<file path="src/sfdp_map.vh">
`ifndef SFDP_MAP_VH
`define SFDP_MAP_VH
// Register indices as printed; the byte address is four times the index.
`define SFDP_IDX_CTRL      10'h01F
`define SFDP_IDX_SKEW      10'h055
`define SFDP_IDX_SYNCFIFO  10'h0E9
`define SFDP_IDX_RECEIVE_FEATURE_CONFIG     10'h134
`define SFDP_IDX_MUX1      10'h171
`define SFDP_IDX_MUX2      10'h172
`define SFDP_IDX_PHASE     10'h180
`define SFDP_IDX_STATUS    10'h181
`define SFDP_SYNC_MAGIC    16'hDF22
`define SFDP_BIT_RESTART   14
`define SFDP_BIT_EXTMAC    7
`define SFDP_RST_16        16'h0000
`define SFDP_STEP_NS       8
`define SFDP_CLK_NS        40
`define SFDP_SKEW_MS_HI    7
`define SFDP_SKEW_MS_LO    4
`define SFDP_SKEW_SL_HI    3
`define SFDP_SKEW_SL_LO    0
`define SFDP_MUX_W         4
`define SFDP_PINS          4
`define SFDP_SEL_NONE      4'h0
`define SFDP_SEL_TX        4'h1
`define SFDP_SEL_RX        4'h2
`define SFDP_RESP_OKAY     2'b00
`define SFDP_RESP_SLVERR   2'b10
`endif

</file>
<file path="src/sfdp_top.v">
// Register access over AXI4-Lite was left to the implementer.
`timescale 1ns/1ns
// Overview of operation
// - Pulse on every transmit and receive delimiter; a delimiter that comes while a delayed pulse is pending cancels that pulse.
// - Transmit at line placement, receive at first symbol.
// - Phase register shifts pulse in 8 ns steps; here rounded up to whole 40 ns clock cycles.
// - Two mux registers route pulses to pins.
// - Pins stay quiet unless extended MAC bit set.
// - Receive pulse delayed by pair alignment amount.
// - Added delay fixed through one uninterrupted link.
// - Restart bit re-establishes an existing link.
// - Master mode skew reported in bits 7:4.
// - Slave mode skew reported in bits 3:0.
// - Skew valid only after setup then new link.
// - No skew readout needed at 100 Mb.
`include "sfdp_map.vh"
module sfdp_top (
   input  wire        clk_sys,
   input  wire        resetn,
   input  wire        clk_en,
   input  wire [11:0] s_axi_awaddr,
   input  wire        s_axi_awvalid,
   output wire        s_axi_awready,
   input  wire [31:0] s_axi_wdata,
   input  wire [3:0]  s_axi_wstrb,
   input  wire        s_axi_wvalid,
   output wire        s_axi_wready,
   output reg  [1:0]  s_axi_bresp,
   output reg         s_axi_bvalid,
   input  wire        s_axi_bready,
   input  wire [11:0] s_axi_araddr,
   input  wire        s_axi_arvalid,
   output wire        s_axi_arready,
   output reg  [31:0] s_axi_rdata,
   output reg  [1:0]  s_axi_rresp,
   output reg         s_axi_rvalid,
   input  wire        s_axi_rready,
   input  wire        transmit_delimiter_pulse_event,
   input  wire        receive_delimiter_pulse_event,
   input  wire        link_up,
   input  wire        speed_gig,
   input  wire        gig_master,
   input  wire [3:0]  align_skew,
   output reg         soft_link_restart,
   output reg  [3:0]  gpio_out,
   output wire [3:0]  gpio_oe_n
);
   // Phase counts in 40 ns clock cycles; each 8 ns step is a fraction of that, so steps round up.
   localparam integer STEPS_PER_CLK = `SFDP_CLK_NS / `SFDP_STEP_NS;
   localparam integer DLY_W = 6;

   reg  [15:0] ctrl_r, sync_r, receive_feature_config_r, mux1_r, mux2_r, phase_r, skew_r;
   reg  [1:0]  tx_s_r, rx_s_r, lk_s_r;
   reg  [2:0]  tx_q_r, rx_q_r;
   reg  [1:0]  lk_q_r;
   reg         sync_ok_r, skew_ok_r;
   reg  [3:0]  align_lat_r;
   reg  [DLY_W-1:0] tx_cnt_r, rx_cnt_r;
   reg         tx_pulse_r, rx_pulse_r;
   reg         aw_got_r, w_got_r;
   reg  [9:0]  aw_idx_r;
   reg  [31:0] w_data_r;
   reg  [3:0]  w_strb_r;
   wire        tx_edge = tx_q_r[1] & ~tx_q_r[2];
   wire        rx_edge = rx_q_r[1] & ~rx_q_r[2];
   wire        link_rise = lk_q_r[0] & ~lk_q_r[1];
   wire        wr_go = aw_got_r & w_got_r & ~s_axi_bvalid;
   wire        wr_ok = wr_go & is_mapped_w(aw_idx_r);
   wire [DLY_W-1:0] tx_dly;
   wire [DLY_W-1:0] rx_dly;

   function is_mapped_w;
      input [9:0] idx;
      begin
         is_mapped_w = (idx == `SFDP_IDX_CTRL) || (idx == `SFDP_IDX_SYNCFIFO) || (idx == `SFDP_IDX_RECEIVE_FEATURE_CONFIG) ||
                       (idx == `SFDP_IDX_MUX1) || (idx == `SFDP_IDX_MUX2) || (idx == `SFDP_IDX_PHASE);
      end
   endfunction

   // Converts an 8 ns step count into whole clock cycles, rounding up.
   function [DLY_W-1:0] steps_to_cyc;
      input [7:0] steps;
      reg   [8:0] sum;
      reg   [8:0] quo;
      begin
         sum = {1'b0, steps} + STEPS_PER_CLK[8:0] - 9'h001;
         quo = sum / STEPS_PER_CLK[8:0];
         steps_to_cyc = quo[DLY_W-1:0];
      end
   endfunction

   function [15:0] merge16;
      input [15:0] old;
      input [31:0] d;
      input [3:0]  be;
      begin
         merge16 = {be[1] ? d[15:8] : old[15:8], be[0] ? d[7:0] : old[7:0]};
      end
   endfunction

   function [3:0] pin_sel;
      input [15:0] m1;
      input [15:0] m2;
      input integer p;
      begin
         case (p)
            0: pin_sel = m1[3:0];
            1: pin_sel = m1[7:4];
            2: pin_sel = m2[3:0];
            default: pin_sel = m2[7:4];
         endcase
      end
   endfunction

   assign tx_dly = steps_to_cyc(phase_r[7:0]);
   assign rx_dly = steps_to_cyc(phase_r[15:8] + {4'h0, align_lat_r});

   // Pin inputs pass two flip-flops; only the second stage is read.
   always @(posedge clk_sys or negedge resetn) begin
      if (!resetn) begin
         tx_s_r <= 2'b00;
         rx_s_r <= 2'b00;
         lk_s_r <= 2'b00;
         tx_q_r <= 3'b000;
         rx_q_r <= 3'b000;
         lk_q_r <= 2'b00;
      end else if (clk_en) begin
         tx_s_r <= {tx_s_r[0], transmit_delimiter_pulse_event};
         rx_s_r <= {rx_s_r[0], receive_delimiter_pulse_event};
         lk_s_r <= {lk_s_r[0], link_up};
         tx_q_r <= {tx_q_r[1], tx_q_r[0], tx_s_r[1]};
         rx_q_r <= {rx_q_r[1], rx_q_r[0], rx_s_r[1]};
         lk_q_r <= {lk_q_r[0], lk_s_r[1]};
      end
   end

   // Alignment amount and skew readout are latched once per link so they stay constant.
   always @(posedge clk_sys or negedge resetn) begin
      if (!resetn) begin
         align_lat_r <= 4'h0;
         skew_r      <= `SFDP_RST_16;
         skew_ok_r   <= 1'b0;
      end else if (clk_en) begin
         if (!lk_q_r[0]) begin
            skew_ok_r <= 1'b0;
         end else if (link_rise) begin
            align_lat_r <= speed_gig ? align_skew : 4'h0;
            skew_ok_r   <= speed_gig & sync_ok_r;
            if (speed_gig && sync_ok_r) begin
               skew_r <= `SFDP_RST_16;
               if (gig_master)
                  skew_r[`SFDP_SKEW_MS_HI:`SFDP_SKEW_MS_LO] <= align_skew;
               else
                  skew_r[`SFDP_SKEW_SL_HI:`SFDP_SKEW_SL_LO] <= align_skew;
            end
         end
      end
   end

   // One-cycle delayed pulses per delimiter; a new delimiter restarts the delay.
   always @(posedge clk_sys or negedge resetn) begin
      if (!resetn) begin
         tx_cnt_r   <= {DLY_W{1'b0}};
         rx_cnt_r   <= {DLY_W{1'b0}};
         tx_pulse_r <= 1'b0;
         rx_pulse_r <= 1'b0;
      end else if (clk_en) begin
         tx_pulse_r <= 1'b0;
         rx_pulse_r <= 1'b0;
         if (tx_edge) begin
            if (tx_dly == {DLY_W{1'b0}})
               tx_pulse_r <= 1'b1;
            else
               tx_cnt_r <= tx_dly;
         end else if (tx_cnt_r != {DLY_W{1'b0}}) begin
            tx_cnt_r <= tx_cnt_r - {{(DLY_W-1){1'b0}}, 1'b1};
            if (tx_cnt_r == {{(DLY_W-1){1'b0}}, 1'b1})
               tx_pulse_r <= 1'b1;
         end
         if (rx_edge) begin
            if (rx_dly == {DLY_W{1'b0}})
               rx_pulse_r <= 1'b1;
            else
               rx_cnt_r <= rx_dly;
         end else if (rx_cnt_r != {DLY_W{1'b0}}) begin
            rx_cnt_r <= rx_cnt_r - {{(DLY_W-1){1'b0}}, 1'b1};
            if (rx_cnt_r == {{(DLY_W-1){1'b0}}, 1'b1})
               rx_pulse_r <= 1'b1;
         end
      end
   end

   // Pin routing; pins are driven only while the extended MAC bit is set.
   integer p;
   always @(posedge clk_sys or negedge resetn) begin
      if (!resetn) begin
         gpio_out <= 4'h0;
      end else if (clk_en) begin
         for (p = 0; p < `SFDP_PINS; p = p + 1) begin
            case (pin_sel(mux1_r, mux2_r, p))
               `SFDP_SEL_TX: gpio_out[p] <= tx_pulse_r & receive_feature_config_r[`SFDP_BIT_EXTMAC];
               `SFDP_SEL_RX: gpio_out[p] <= rx_pulse_r & receive_feature_config_r[`SFDP_BIT_EXTMAC];
               default:      gpio_out[p] <= 1'b0;
            endcase
         end
      end
   end

   genvar g;
   generate
      for (g = 0; g < `SFDP_PINS; g = g + 1) begin : oe
         assign gpio_oe_n[g] = ~(receive_feature_config_r[`SFDP_BIT_EXTMAC] && pin_sel(mux1_r, mux2_r, g) != `SFDP_SEL_NONE);
      end
   endgenerate

   // AXI4-Lite write side: address and data taken in either order, one write at a time.
   assign s_axi_awready = ~aw_got_r & ~s_axi_bvalid;
   assign s_axi_wready  = ~w_got_r & ~s_axi_bvalid;
   always @(posedge clk_sys or negedge resetn) begin
      if (!resetn) begin
         aw_got_r          <= 1'b0;
         w_got_r           <= 1'b0;
         aw_idx_r          <= 10'h000;
         w_data_r          <= 32'h00000000;
         w_strb_r          <= 4'h0;
         s_axi_bvalid      <= 1'b0;
         s_axi_bresp       <= `SFDP_RESP_OKAY;
         ctrl_r            <= `SFDP_RST_16;
         sync_r            <= `SFDP_RST_16;
         receive_feature_config_r           <= `SFDP_RST_16;
         mux1_r            <= `SFDP_RST_16;
         mux2_r            <= `SFDP_RST_16;
         phase_r           <= `SFDP_RST_16;
         sync_ok_r         <= 1'b0;
         soft_link_restart <= 1'b0;
      end else if (clk_en) begin
         soft_link_restart <= 1'b0;
         if (s_axi_awvalid && s_axi_awready) begin
            aw_got_r <= 1'b1;
            aw_idx_r <= s_axi_awaddr[11:2];
         end
         if (s_axi_wvalid && s_axi_wready) begin
            w_got_r  <= 1'b1;
            w_data_r <= s_axi_wdata;
            w_strb_r <= s_axi_wstrb;
         end
         if (s_axi_bvalid && s_axi_bready)
            s_axi_bvalid <= 1'b0;
         if (wr_go) begin
            aw_got_r     <= 1'b0;
            w_got_r      <= 1'b0;
            s_axi_bvalid <= 1'b1;
            s_axi_bresp  <= wr_ok ? `SFDP_RESP_OKAY : `SFDP_RESP_SLVERR;
            case (aw_idx_r)
               `SFDP_IDX_CTRL: begin
                  ctrl_r <= merge16(ctrl_r, w_data_r, w_strb_r) & ~(16'h0001 << `SFDP_BIT_RESTART);
                  soft_link_restart <= w_strb_r[1] & w_data_r[`SFDP_BIT_RESTART];
               end
               `SFDP_IDX_SYNCFIFO: begin
                  sync_r    <= merge16(sync_r, w_data_r, w_strb_r);
                  sync_ok_r <= merge16(sync_r, w_data_r, w_strb_r) == `SFDP_SYNC_MAGIC;
               end
               `SFDP_IDX_RECEIVE_FEATURE_CONFIG: receive_feature_config_r <= merge16(receive_feature_config_r, w_data_r, w_strb_r);
               `SFDP_IDX_MUX1:  mux1_r  <= merge16(mux1_r, w_data_r, w_strb_r);
               `SFDP_IDX_MUX2:  mux2_r  <= merge16(mux2_r, w_data_r, w_strb_r);
               `SFDP_IDX_PHASE: phase_r <= merge16(phase_r, w_data_r, w_strb_r);
               default: ;
            endcase
         end
      end
   end

   // AXI4-Lite read side; the skew register ignores writes and answers SLVERR to them.
   assign s_axi_arready = ~s_axi_rvalid;
   always @(posedge clk_sys or negedge resetn) begin
      if (!resetn) begin
         s_axi_rvalid <= 1'b0;
         s_axi_rdata  <= 32'h00000000;
         s_axi_rresp  <= `SFDP_RESP_OKAY;
      end else if (clk_en) begin
         if (s_axi_rvalid && s_axi_rready)
            s_axi_rvalid <= 1'b0;
         if (s_axi_arvalid && s_axi_arready) begin
            s_axi_rvalid <= 1'b1;
            s_axi_rresp  <= `SFDP_RESP_OKAY;
            case (s_axi_araddr[11:2])
               `SFDP_IDX_CTRL:     s_axi_rdata <= {16'h0000, ctrl_r};
               `SFDP_IDX_SKEW:     s_axi_rdata <= {16'h0000, skew_r};
               `SFDP_IDX_SYNCFIFO: s_axi_rdata <= {16'h0000, sync_r};
               `SFDP_IDX_RECEIVE_FEATURE_CONFIG:    s_axi_rdata <= {16'h0000, receive_feature_config_r};
               `SFDP_IDX_MUX1:     s_axi_rdata <= {16'h0000, mux1_r};
               `SFDP_IDX_MUX2:     s_axi_rdata <= {16'h0000, mux2_r};
               `SFDP_IDX_PHASE:    s_axi_rdata <= {16'h0000, phase_r};
               `SFDP_IDX_STATUS:   s_axi_rdata <= {28'h0000000, skew_ok_r, sync_ok_r, lk_q_r[0], speed_gig};
               default: begin
                  s_axi_rdata <= 32'h00000000;
                  s_axi_rresp <= `SFDP_RESP_SLVERR;
               end
            endcase
         end
      end
   end
endmodule

</file>
<file path="config.mk">
export PLATFORM = sky130hd
export DESIGN_NAME = sfdp_top
export DESIGN_NICKNAME = d
export VERILOG_FILES = /design/src/sfdp_top.v
export VERILOG_INCLUDE_DIRS = /design/src
export SDC_FILE = /design/constraint.sdc
export NUM_CORES = 1
export LEC_CHECK = 0
export BUFFER_PORTS_ARGS = -buffer_cell sky130_fd_sc_hd__buf_2
export CAP_MARGIN = 0
export CORE_ASPECT_RATIO = 0.75
export CORE_UTILIZATION = 59
export CTS_CLUSTER_SIZE = 28
export DETAILED_ROUTE_END_ITERATION = 8
export HOLD_SLACK_MARGIN = 0.12
export PLACE_DENSITY_LB_ADDON = 0.05
export SLEW_MARGIN = 20
export SYNTH_ARGS = -nofsm -noshare
export SYNTH_HDL_FRONTEND = slang
export SYNTH_SLANG_ARGS = --single-unit
</file>
<file path="constraint.sdc">
create_clock -name clk_sys -period 7.8 [get_ports clk_sys]
set_clock_uncertainty 0.2 [all_clocks]
set_input_delay 0.39 -clock clk_sys [delete_from_list [all_inputs] [get_ports clk_sys]]
set_output_delay 0.39 -clock clk_sys [all_outputs]
set_load 0.005 [all_outputs]
</file>
==> metrics.md, run 1 <==
| Metric | Value |
|---|---|
| Global-route wire length before repair | 46.72 mm |
| Core ar. | 18,450 µm² |
| Main flop type after synthesis | dfrtp_1 |
| Storage cell area | 4805 µm² |
| DRC Markers | 0 |
| Cells after Synth | 1,100 |
| Time the worst path needs with I/O delays and setup | 7.169 ns |
| DIE WIDTH | 160.4 µm |
| Detailed Routing Iterations Pass 1 | 5 |
| Final Slew Violations | 0 |
| Clk sinks | 192 |
| Fin nets | 1,312 |
| Grt ovf | 0 |
| Critical path class | flop to flop |
| Peak VDD IR | 0.1590 mV |
| Post CTS Setup Buffer Count | 0 |
| Filler instances | 1,438 |
| Flop-to-flop setup slack | 0.63 ns |
| # diodes | 0 |
| Vias per cell | 6.327 |
| Async S/R FF share, synth | 100.0% |
| Initial antenna violation count | 0 |
| Reg2Reg Capture Point | rx_cnt_r[4]$_DFFE_PN0P_ |
| Final worst slack | 0.6312 ns |
| Chip height | 120.8 µm |
| Most instantiated cells after synthesis | 192 x dfrtp_1, 132 x mux2_2, 114 x nand2_1 |
| Max-cap violations | 0 |
| Period utilisation layout | 91.91% |
| CP max FO | 15 |
| Fmax | 0.1395 GHz |
| Reg clk slew, reported paths | 0.08 ns |
| Hold EP | s_axi_rvalid$_DFFE_PN0P_ |
| Final hold vios | 0 |
| Port bufs | 86 |
| CTS tree | done |
| Total global-route track usage | 30.68% |
| Total number of vias | 9,333 |
| Top layer in use | met4 |
| Top cells by area, synth | dfrtp_1 43%, mux2_2 13%, nand2_1 3.9% |
| FF-to-FF Start | phase_r[8]$_DFFE_PN0P_ |
| CTS Buffer Depth | 2 |
| Clock latency on the worst-skew pair | 0.44 ns |
| Fin Setup TNS | 0 ns |
| FF+latch count, synth | 192 |
| Pre-CTS setup slack | 0.7633 ns |
| Max H-tree Level | 4 |
| Crit path top cell by count | ha_1 |
| Yosys cell types | 93 |
| CTS root buf | clkbuf_16 |
| Std cell rows | 43 |
| Slowest-stage cell, CP | fa_1 |
| Iteration-0 DRC Markers | 853 |
| Synth area leader | dfrtp_1 |
| Post-Route M1 WL | 13.35 mm |
| Worst path max stage delay | 0.51 ns |
| Met2 wire len | 13.27 mm |
| Synthesized cell area | 11,100 µm² |
| I/O pins | 127 |
| CP endpoint kind | flop |
| Worst Tran Pin Value | 0.9958 ns |
| Num CTS Buffers | 17 |
| P_leak | 5.776 nW |
| CP Launch Type | flop |
| Initial core utilization | 60.15% |
| Worst slew margin | 33.54% |
| Wirelength per Cell | 19.41 µm |
| Final setup viols | 0 |
| Arr. time, crit path | 7.29 ns |
| RD Place Congestion | 0.8839 |
| PD cells | 240.3 nW/µm² |
| Synth Warn # | 0 |
| Dominant cell by count in the synthesized netlist | dfrtp_1 |
| Top cell type's share of synthesized area | 43.29% |
| Multi-input logic area | 5931 µm² |
| DIE AREA | 19,370 µm² |
| Hold path depth | 4 |
| Final wirelength | 28.63 mm |
| Share of layout cells above drive strength 1 | 24.51% |
| RSZ-0062 raised after global routing | no |
| Hold WC Path Type | primary input to flop |
| Hold wc startpoint | s_axi_arvalid |
| EDFF count, synth | 0 |
| Vias in the first global route | 8,857 |
| Avg Inst Size Synth | 10.09 µm² |
| Worst reg-to-reg path cell count | 27 |
| Largest net degree at the start of global routing | 110 |
| Area growth syn-to-layout | 15.14% |
| Sequential-to-total area share from yosys stat | 43.29% |
| Worst EP required | 7.92 ns |
| Met3 Routed Length | 1.680 mm |
| DP HPWL | 19.64 mm |
| Run status | finished clean |
| Antenna-violating nets left | 0 |
==> sequential cells by signal, indices dropped and copies added (netlist names), 2 cells and up <==
name and cells:
w_data_r 16, sync_r 16, lk_s_r 2, tx_cnt_r 6
gpio_out 4, mux1_r 16, lk_q_r 2, aw_idx_r 10
rx_q_r 3, tx_q_r 3, tx_s_r 2, align_lat_r 4
skew_r 8, w_strb_r 2, rx_cnt_r 6, ctrl_r 15
rx_s_r 2, phase_r 16, s_axi_rdata 16, receive_feature_config_r 16
mux2_r 16
==> routing by layer <==
metal,GRT usage (%),vias up
li1,-,4326
met1,44.30,4653
met2,48.64,325
met3,4.734,29
met4,7.500,0
met5,0,-
==> how the worst max path moves through the flow <==
stage / from / endpoint / slack [ns] / cells past startpoint
2_1_floorplan: phase_r[8]$_DFFE_PN0P_ / rx_cnt_r[4]$_DFFE_PN0P_ / 1.62 / 28
3_3_place_gp: phase_r[8]$_DFFE_PN0P_ / rx_cnt_r[4]$_DFFE_PN0P_ / 1.03 / 27
3_5_place_dp: phase_r[8]$_DFFE_PN0P_ / rx_cnt_r[4]$_DFFE_PN0P_ / 0.76 / 27
4_1_cts: phase_r[8]$_DFFE_PN0P_ / rx_cnt_r[4]$_DFFE_PN0P_ / 0.72 / 27
5_1_grt: phase_r[8]$_DFFE_PN0P_ / rx_cnt_r[4]$_DFFE_PN0P_ / 0.14 / 27
6_report: phase_r[8]$_DFFE_PN0P_ / rx_cnt_r[4]$_DFFE_PN0P_ / 0.63 / 27
==> logic make-up (layout without fill, tap and decap cells) <==
kind of cell    count (synthesis)  in the layout  share of synthesized area, %
mux                           135            135                         13.66
fa+ha+maj                      22             22                         2.514
other cells                     1             18                       0.03379
compound gates                284            284                         18.74
buf+inv                        97            208                         4.126
flops                         192            192                         43.29
xor+xnor                       13             13                         1.195
simple gates                  356            356                         16.45
==> cells in the final DEF (no fill, tap or decap), types with 9 or more instances in the layout <==
cell,netlist,routed
dfrtp_1,192,192
xnor2_1,11,11
nand3b_1,16,16
mux2_2,132,132
nand2b_1,9,9
inv_1,31,31
nor2_1,68,67
conb_1,1,18
dlygate4sd3_1,0,44
buf_2,6,85
clkbuf_16,0,17
nand4_1,13,13
nand3_1,32,32
a221oi_1,14,14
a21o_1,17,17
nor4_1,15,13
nor3_1,18,16
a22o_1,10,10
buf_4,21,14
nand2_1,114,114
a31oi_1,16,16
a21oi_1,36,36
a22oi_1,35,35
o21ai_0,62,62
ha_1,19,19
==> layout make-up <==
class	instances	area share, %
Tap cell	247	2.418
Sequential cell	192	37.60
Timing Repair Buffer	145	7.793
Clock inverter	15	1.547
Inverter	31	0.9105
Clock buffer	17	3.329
Multi-Input combinational cell	828	46.41
==> where the power goes <==
part           leakage [nW]  internal (mW)  total, mW  switching, mW
sequential             2.51           1.15       1.38          0.233
combinational          2.97          0.353      0.782          0.428
clock                 0.303          0.446      0.906          0.461
total                  5.78           1.95       3.07           1.12
==> what timing repair did <==
| action | 4_1_cts | 5_1_grt |
|---|---|---|
| endpoints found under the hold margin | 153 | 0 |
| setup endpoints to repair | 0 | 0 |
| gates resized for setup | 0 | 0 |
| hold buffers | 44 | 0 |
==> through the flow <==
step | hold slack (ns) | instances | utilization (%) | cell area [µm²] | total power [mW]
after floorplan | -0.1056 | 1117 | - | 11160 | 1.894
after global placement | 0.2575 | 1399 | 63.47 | 11710 | 2.124
after detailed placement | 0.2654 | 1399 | 63.47 | 11710 | 2.147
after CTS | 0.2466 | 1475 | 69.23 | 12780 | 3.065
after global routing | 0.2878 | 1475 | 69.25 | 12780 | 3.223
final | 0.2603 | 1475 | 69.25 | 12780 | 3.071
==> critical path, delay by kind of cell (launching register included) <==
family	cells	cell delay [ns]
AOI/OAI and AO/OA	12	3.32
buffers and inverters	4	0.54
adders and majority gates	5	1.53
DFF	1	0.41
and+or+nand+nor	5	0.86
xor gates and xnor gates	1	0.17
Note: power is estimated with default switching activity, not from simulation.
==> inputs of run 2 (changes only) <==
CELL_PAD_IN_SITES_DETAIL_PLACEMENT = 2   (was unset)
CELL_PAD_IN_SITES_GLOBAL_PLACEMENT = 2   (was unset)
CORE_UTILIZATION = 38   (was 59)
==> run 2 against run 1 <==
Combinational power grew 4.9%. Fmax is 1.0% higher. Total power is essentially flat. Worst hold slack barely moved. Sequential power about the same. Register-to-register slack better by 0.07 ns. Critical path type unchanged.
==> metrics.md, run 2 (synthesis results as in run 1) <==
| Metric | Value |
|---|---|
| Run status | finished clean |
| Worst path max stage delay | 0.53 ns (+0.02 ns) |
| Slowest-stage cell, CP | fa_1 |
| Clock share of power | 27.8% (-1.7 points) |
| CP Launch Type | flop |
| Initial core utilization | 39.11% (-21 points) |
| RD Place Congestion | 0.8148 (-7.8%) |
| I/O pins | 127 (unchanged) |
| PD cells | 237.7 nW/µm² (-1.1%) |
| Hold WC Path Type | primary input to flop |
| Final setup viols | 0 (unchanged) |
| Commonest cells after routing, fill and taps aside | 192 x dfrtp_1, 132 x mux2_2, 114 x nand2_1 |
| Critical path class | flop to flop |
| Final hold vios | 0 (unchanged) |
| Multi-input logic area | 5941 µm² (+0.17%) |
| Period utilisation layout | 91.00% (-0.91 points) |
| Area growth syn-to-layout | 16.29% |
| CP Buf/Inv Count | 3 (-1) |
| # diodes | 0 (unchanged) |
| P_leak | 5.758 nW (-0.32%) |
| Iteration-0 DRC Markers | 462 (-46%) |
| DIE AREA | 29,900 µm² (+54%) |
| Final worst slack | 0.7019 ns (+0.07075 ns) |
| Core ar. | 28,380 µm² (+54%) |
| Sw Pwr | 1.130 mW (+0.68%) |
| Clock latency on the worst-skew pair | 0.46 ns (+0.02 ns) |
| Total global-route track usage | 25.56% (-5.1 points) |
| Max H-tree Level | 4 (unchanged) |
| RSZ-0062 raised after global routing | no |
| DP HPWL | 25.57 mm (+30%) |
| CTS tree | done |
| Time the worst path needs with I/O delays and setup | 7.098 ns (-0.07075 ns) |
| CP max FO | 9 (-6) |
| Power Internal | 1.939 mW (-0.52%) |
| Vias in the first global route | 9,942 (+12%) |
| Switching Fraction | 36.83% (+0.28 points) |
| Fmax | 0.1409 GHz (+1.0%) |
| CTS Buffer Depth | 2 (unchanged) |
| Wirelength per Cell | 22.70 µm (+17%) |
| Port bufs | 86 (unchanged) |
| Largest net degree at the start of global routing | 70 (-36%) |
| Worst Tran Pin Value | 1.032 ns (+0.03626 ns) |
| Std cell rows | 53 (+23%) |
| Pre-CTS setup slack | 0.6093 ns (-0.1539 ns) |
| Worst slew margin | 30.94% (-2.6 points) |
| Hold WS | 0.2601 ns (-0.0002160 ns) |
| Crit path top cell by count | ha_1 |
| Leading cell type in the layout, fill and taps excluded | dfrtp_1 |
| Final Slew Violations | 0 (unchanged) |
| Antenna-violating nets left | 0 (unchanged) |
| Fin Setup TNS | 0 ns (unchanged) |
| CP endpoint kind | flop |
| Top delay family on crit path | compound AO/OA/AOI/OAI gates |
| Grt ovf | 0 (unchanged) |
| Arr. time, crit path | 7.23 ns (-0.06 ns) |
| Reg clk slew, reported paths | 0.07 ns (about the same) |
| Worst EP required | 7.93 ns (about the same) |
| DRC Markers | 0 (unchanged) |
| Detailed Routing Iterations Pass 1 | 4 (-1) |
| Initial antenna violation count | 1 (+1) |
| DIE WIDTH | 199.3 µm (+24%) |
| Share of layout cells above drive strength 1 | 24.49% (about the same) |
| Logic gate share of total power | 26.7% (+1.2 points) |
| Filler instances | 3,082 (+110%) |
| Post CTS Setup Buffer Count | 0 (unchanged) |
| Reg power frac | 45.5% (+0.5 points) |
| Num CTS Buffers | 17 (unchanged) |
| Max-cap violations | 0 (unchanged) |
| Peak VDD IR | 0.1419 mV (-11%) |
| Final wirelength | 36.63 mm (+28%) |
| CTS root buf | clkbuf_16 |
| Chip height | 150.0 µm (+24%) |
| Storage cell area | 4805 µm² (unchanged) |
| Vias per cell | 5.840 (-7.7%) |
| Global-route wire length before repair | 58.06 mm (+24%) |
| Total power | 3.069 mW (about the same) |
| Clk sinks | 192 (unchanged) |
| Fin nets | 1,314 (+0.15%) |
| Total number of vias | 9,425 (+0.99%) |
-- run 2: timing repair --
action	4_1_cts	5_1_grt
resized for setup	0	1
hold buffers	44	0
setup endpoints to repair	0	1
endpoints found under the hold margin	112	0
-- run 2: cell type report --
type	instances	area share [%]
Multi-Input combinational cell	828	46.03
Tap cell	385	3.732
Sequential cell	192	37.22
Inverter	31	0.9015
Timing Repair Buffer	147	7.803
Clock inverter	11	0.7755
Clock buffer	20	3.538
-- run 2: routing by layer --
metal | track usage [%] | part of all wire, %
met5 | 0 | 0
met4 | 5.840 | 1.3
met3 | 3.426 | 3.0
met2 | 39.84 | 46
met1 | 37.47 | 50
-- run 2: through the flow --
| step | instances | area [µm²] | util (%) |
|---|---|---|---|
| after global routing | 1614 | 12910 | 45.48 |
| after floorplan | 1117 | 11160 | - |
| after global placement | 1539 | 11900 | 41.94 |
| after detailed placement | 1539 | 11900 | 41.94 |
| after CTS | 1614 | 12900 | 45.45 |
| final | 1614 | 12910 | 45.48 |
-- run 2: worst paths after layout --
kind	start	endpoint	slack (ns)	depth (start not counted)
setup / recovery	phase_r[8]$_DFFE_PN0P_	rx_cnt_r[4]$_DFFE_PN0P_	0.70	26
hold / removal	s_axi_arvalid	s_axi_rvalid$_DFFE_PN0P_	0.26	4
setup reg to reg	phase_r[8]$_DFFE_PN0P_	rx_cnt_r[4]$_DFFE_PN0P_	0.70	26
hold reg to reg	s_axi_rdata[6]$_DFFE_PN0P_	s_axi_rdata[6]$_DFFE_PN0P_	0.27	1
max in group asynchronous	resetn	ctrl_r[11]$_DFFE_PN0P_	5.76	3
min in group asynchronous	resetn	tx_cnt_r[2]$_DFFE_PN0P_	0.30	2
-- run 2: tightest hold or removal path: cells and delay by family --
kind | cells | cell delay, ns
simple gates | 2 | 0.17
buf+inv | 2 | 0.32
-- run 2: power groups by stage --
stage	Clock (mW)	Combinational, mW	Sequential [mW]
2_1_floorplan	0	0.604	1.29
3_3_place_gp	0	0.765	1.40
3_5_place_dp	0	0.797	1.40
4_1_cts	0.873	0.822	1.39
5_1_grt	0.901	0.916	1.42
6_report	0.853	0.820	1.40
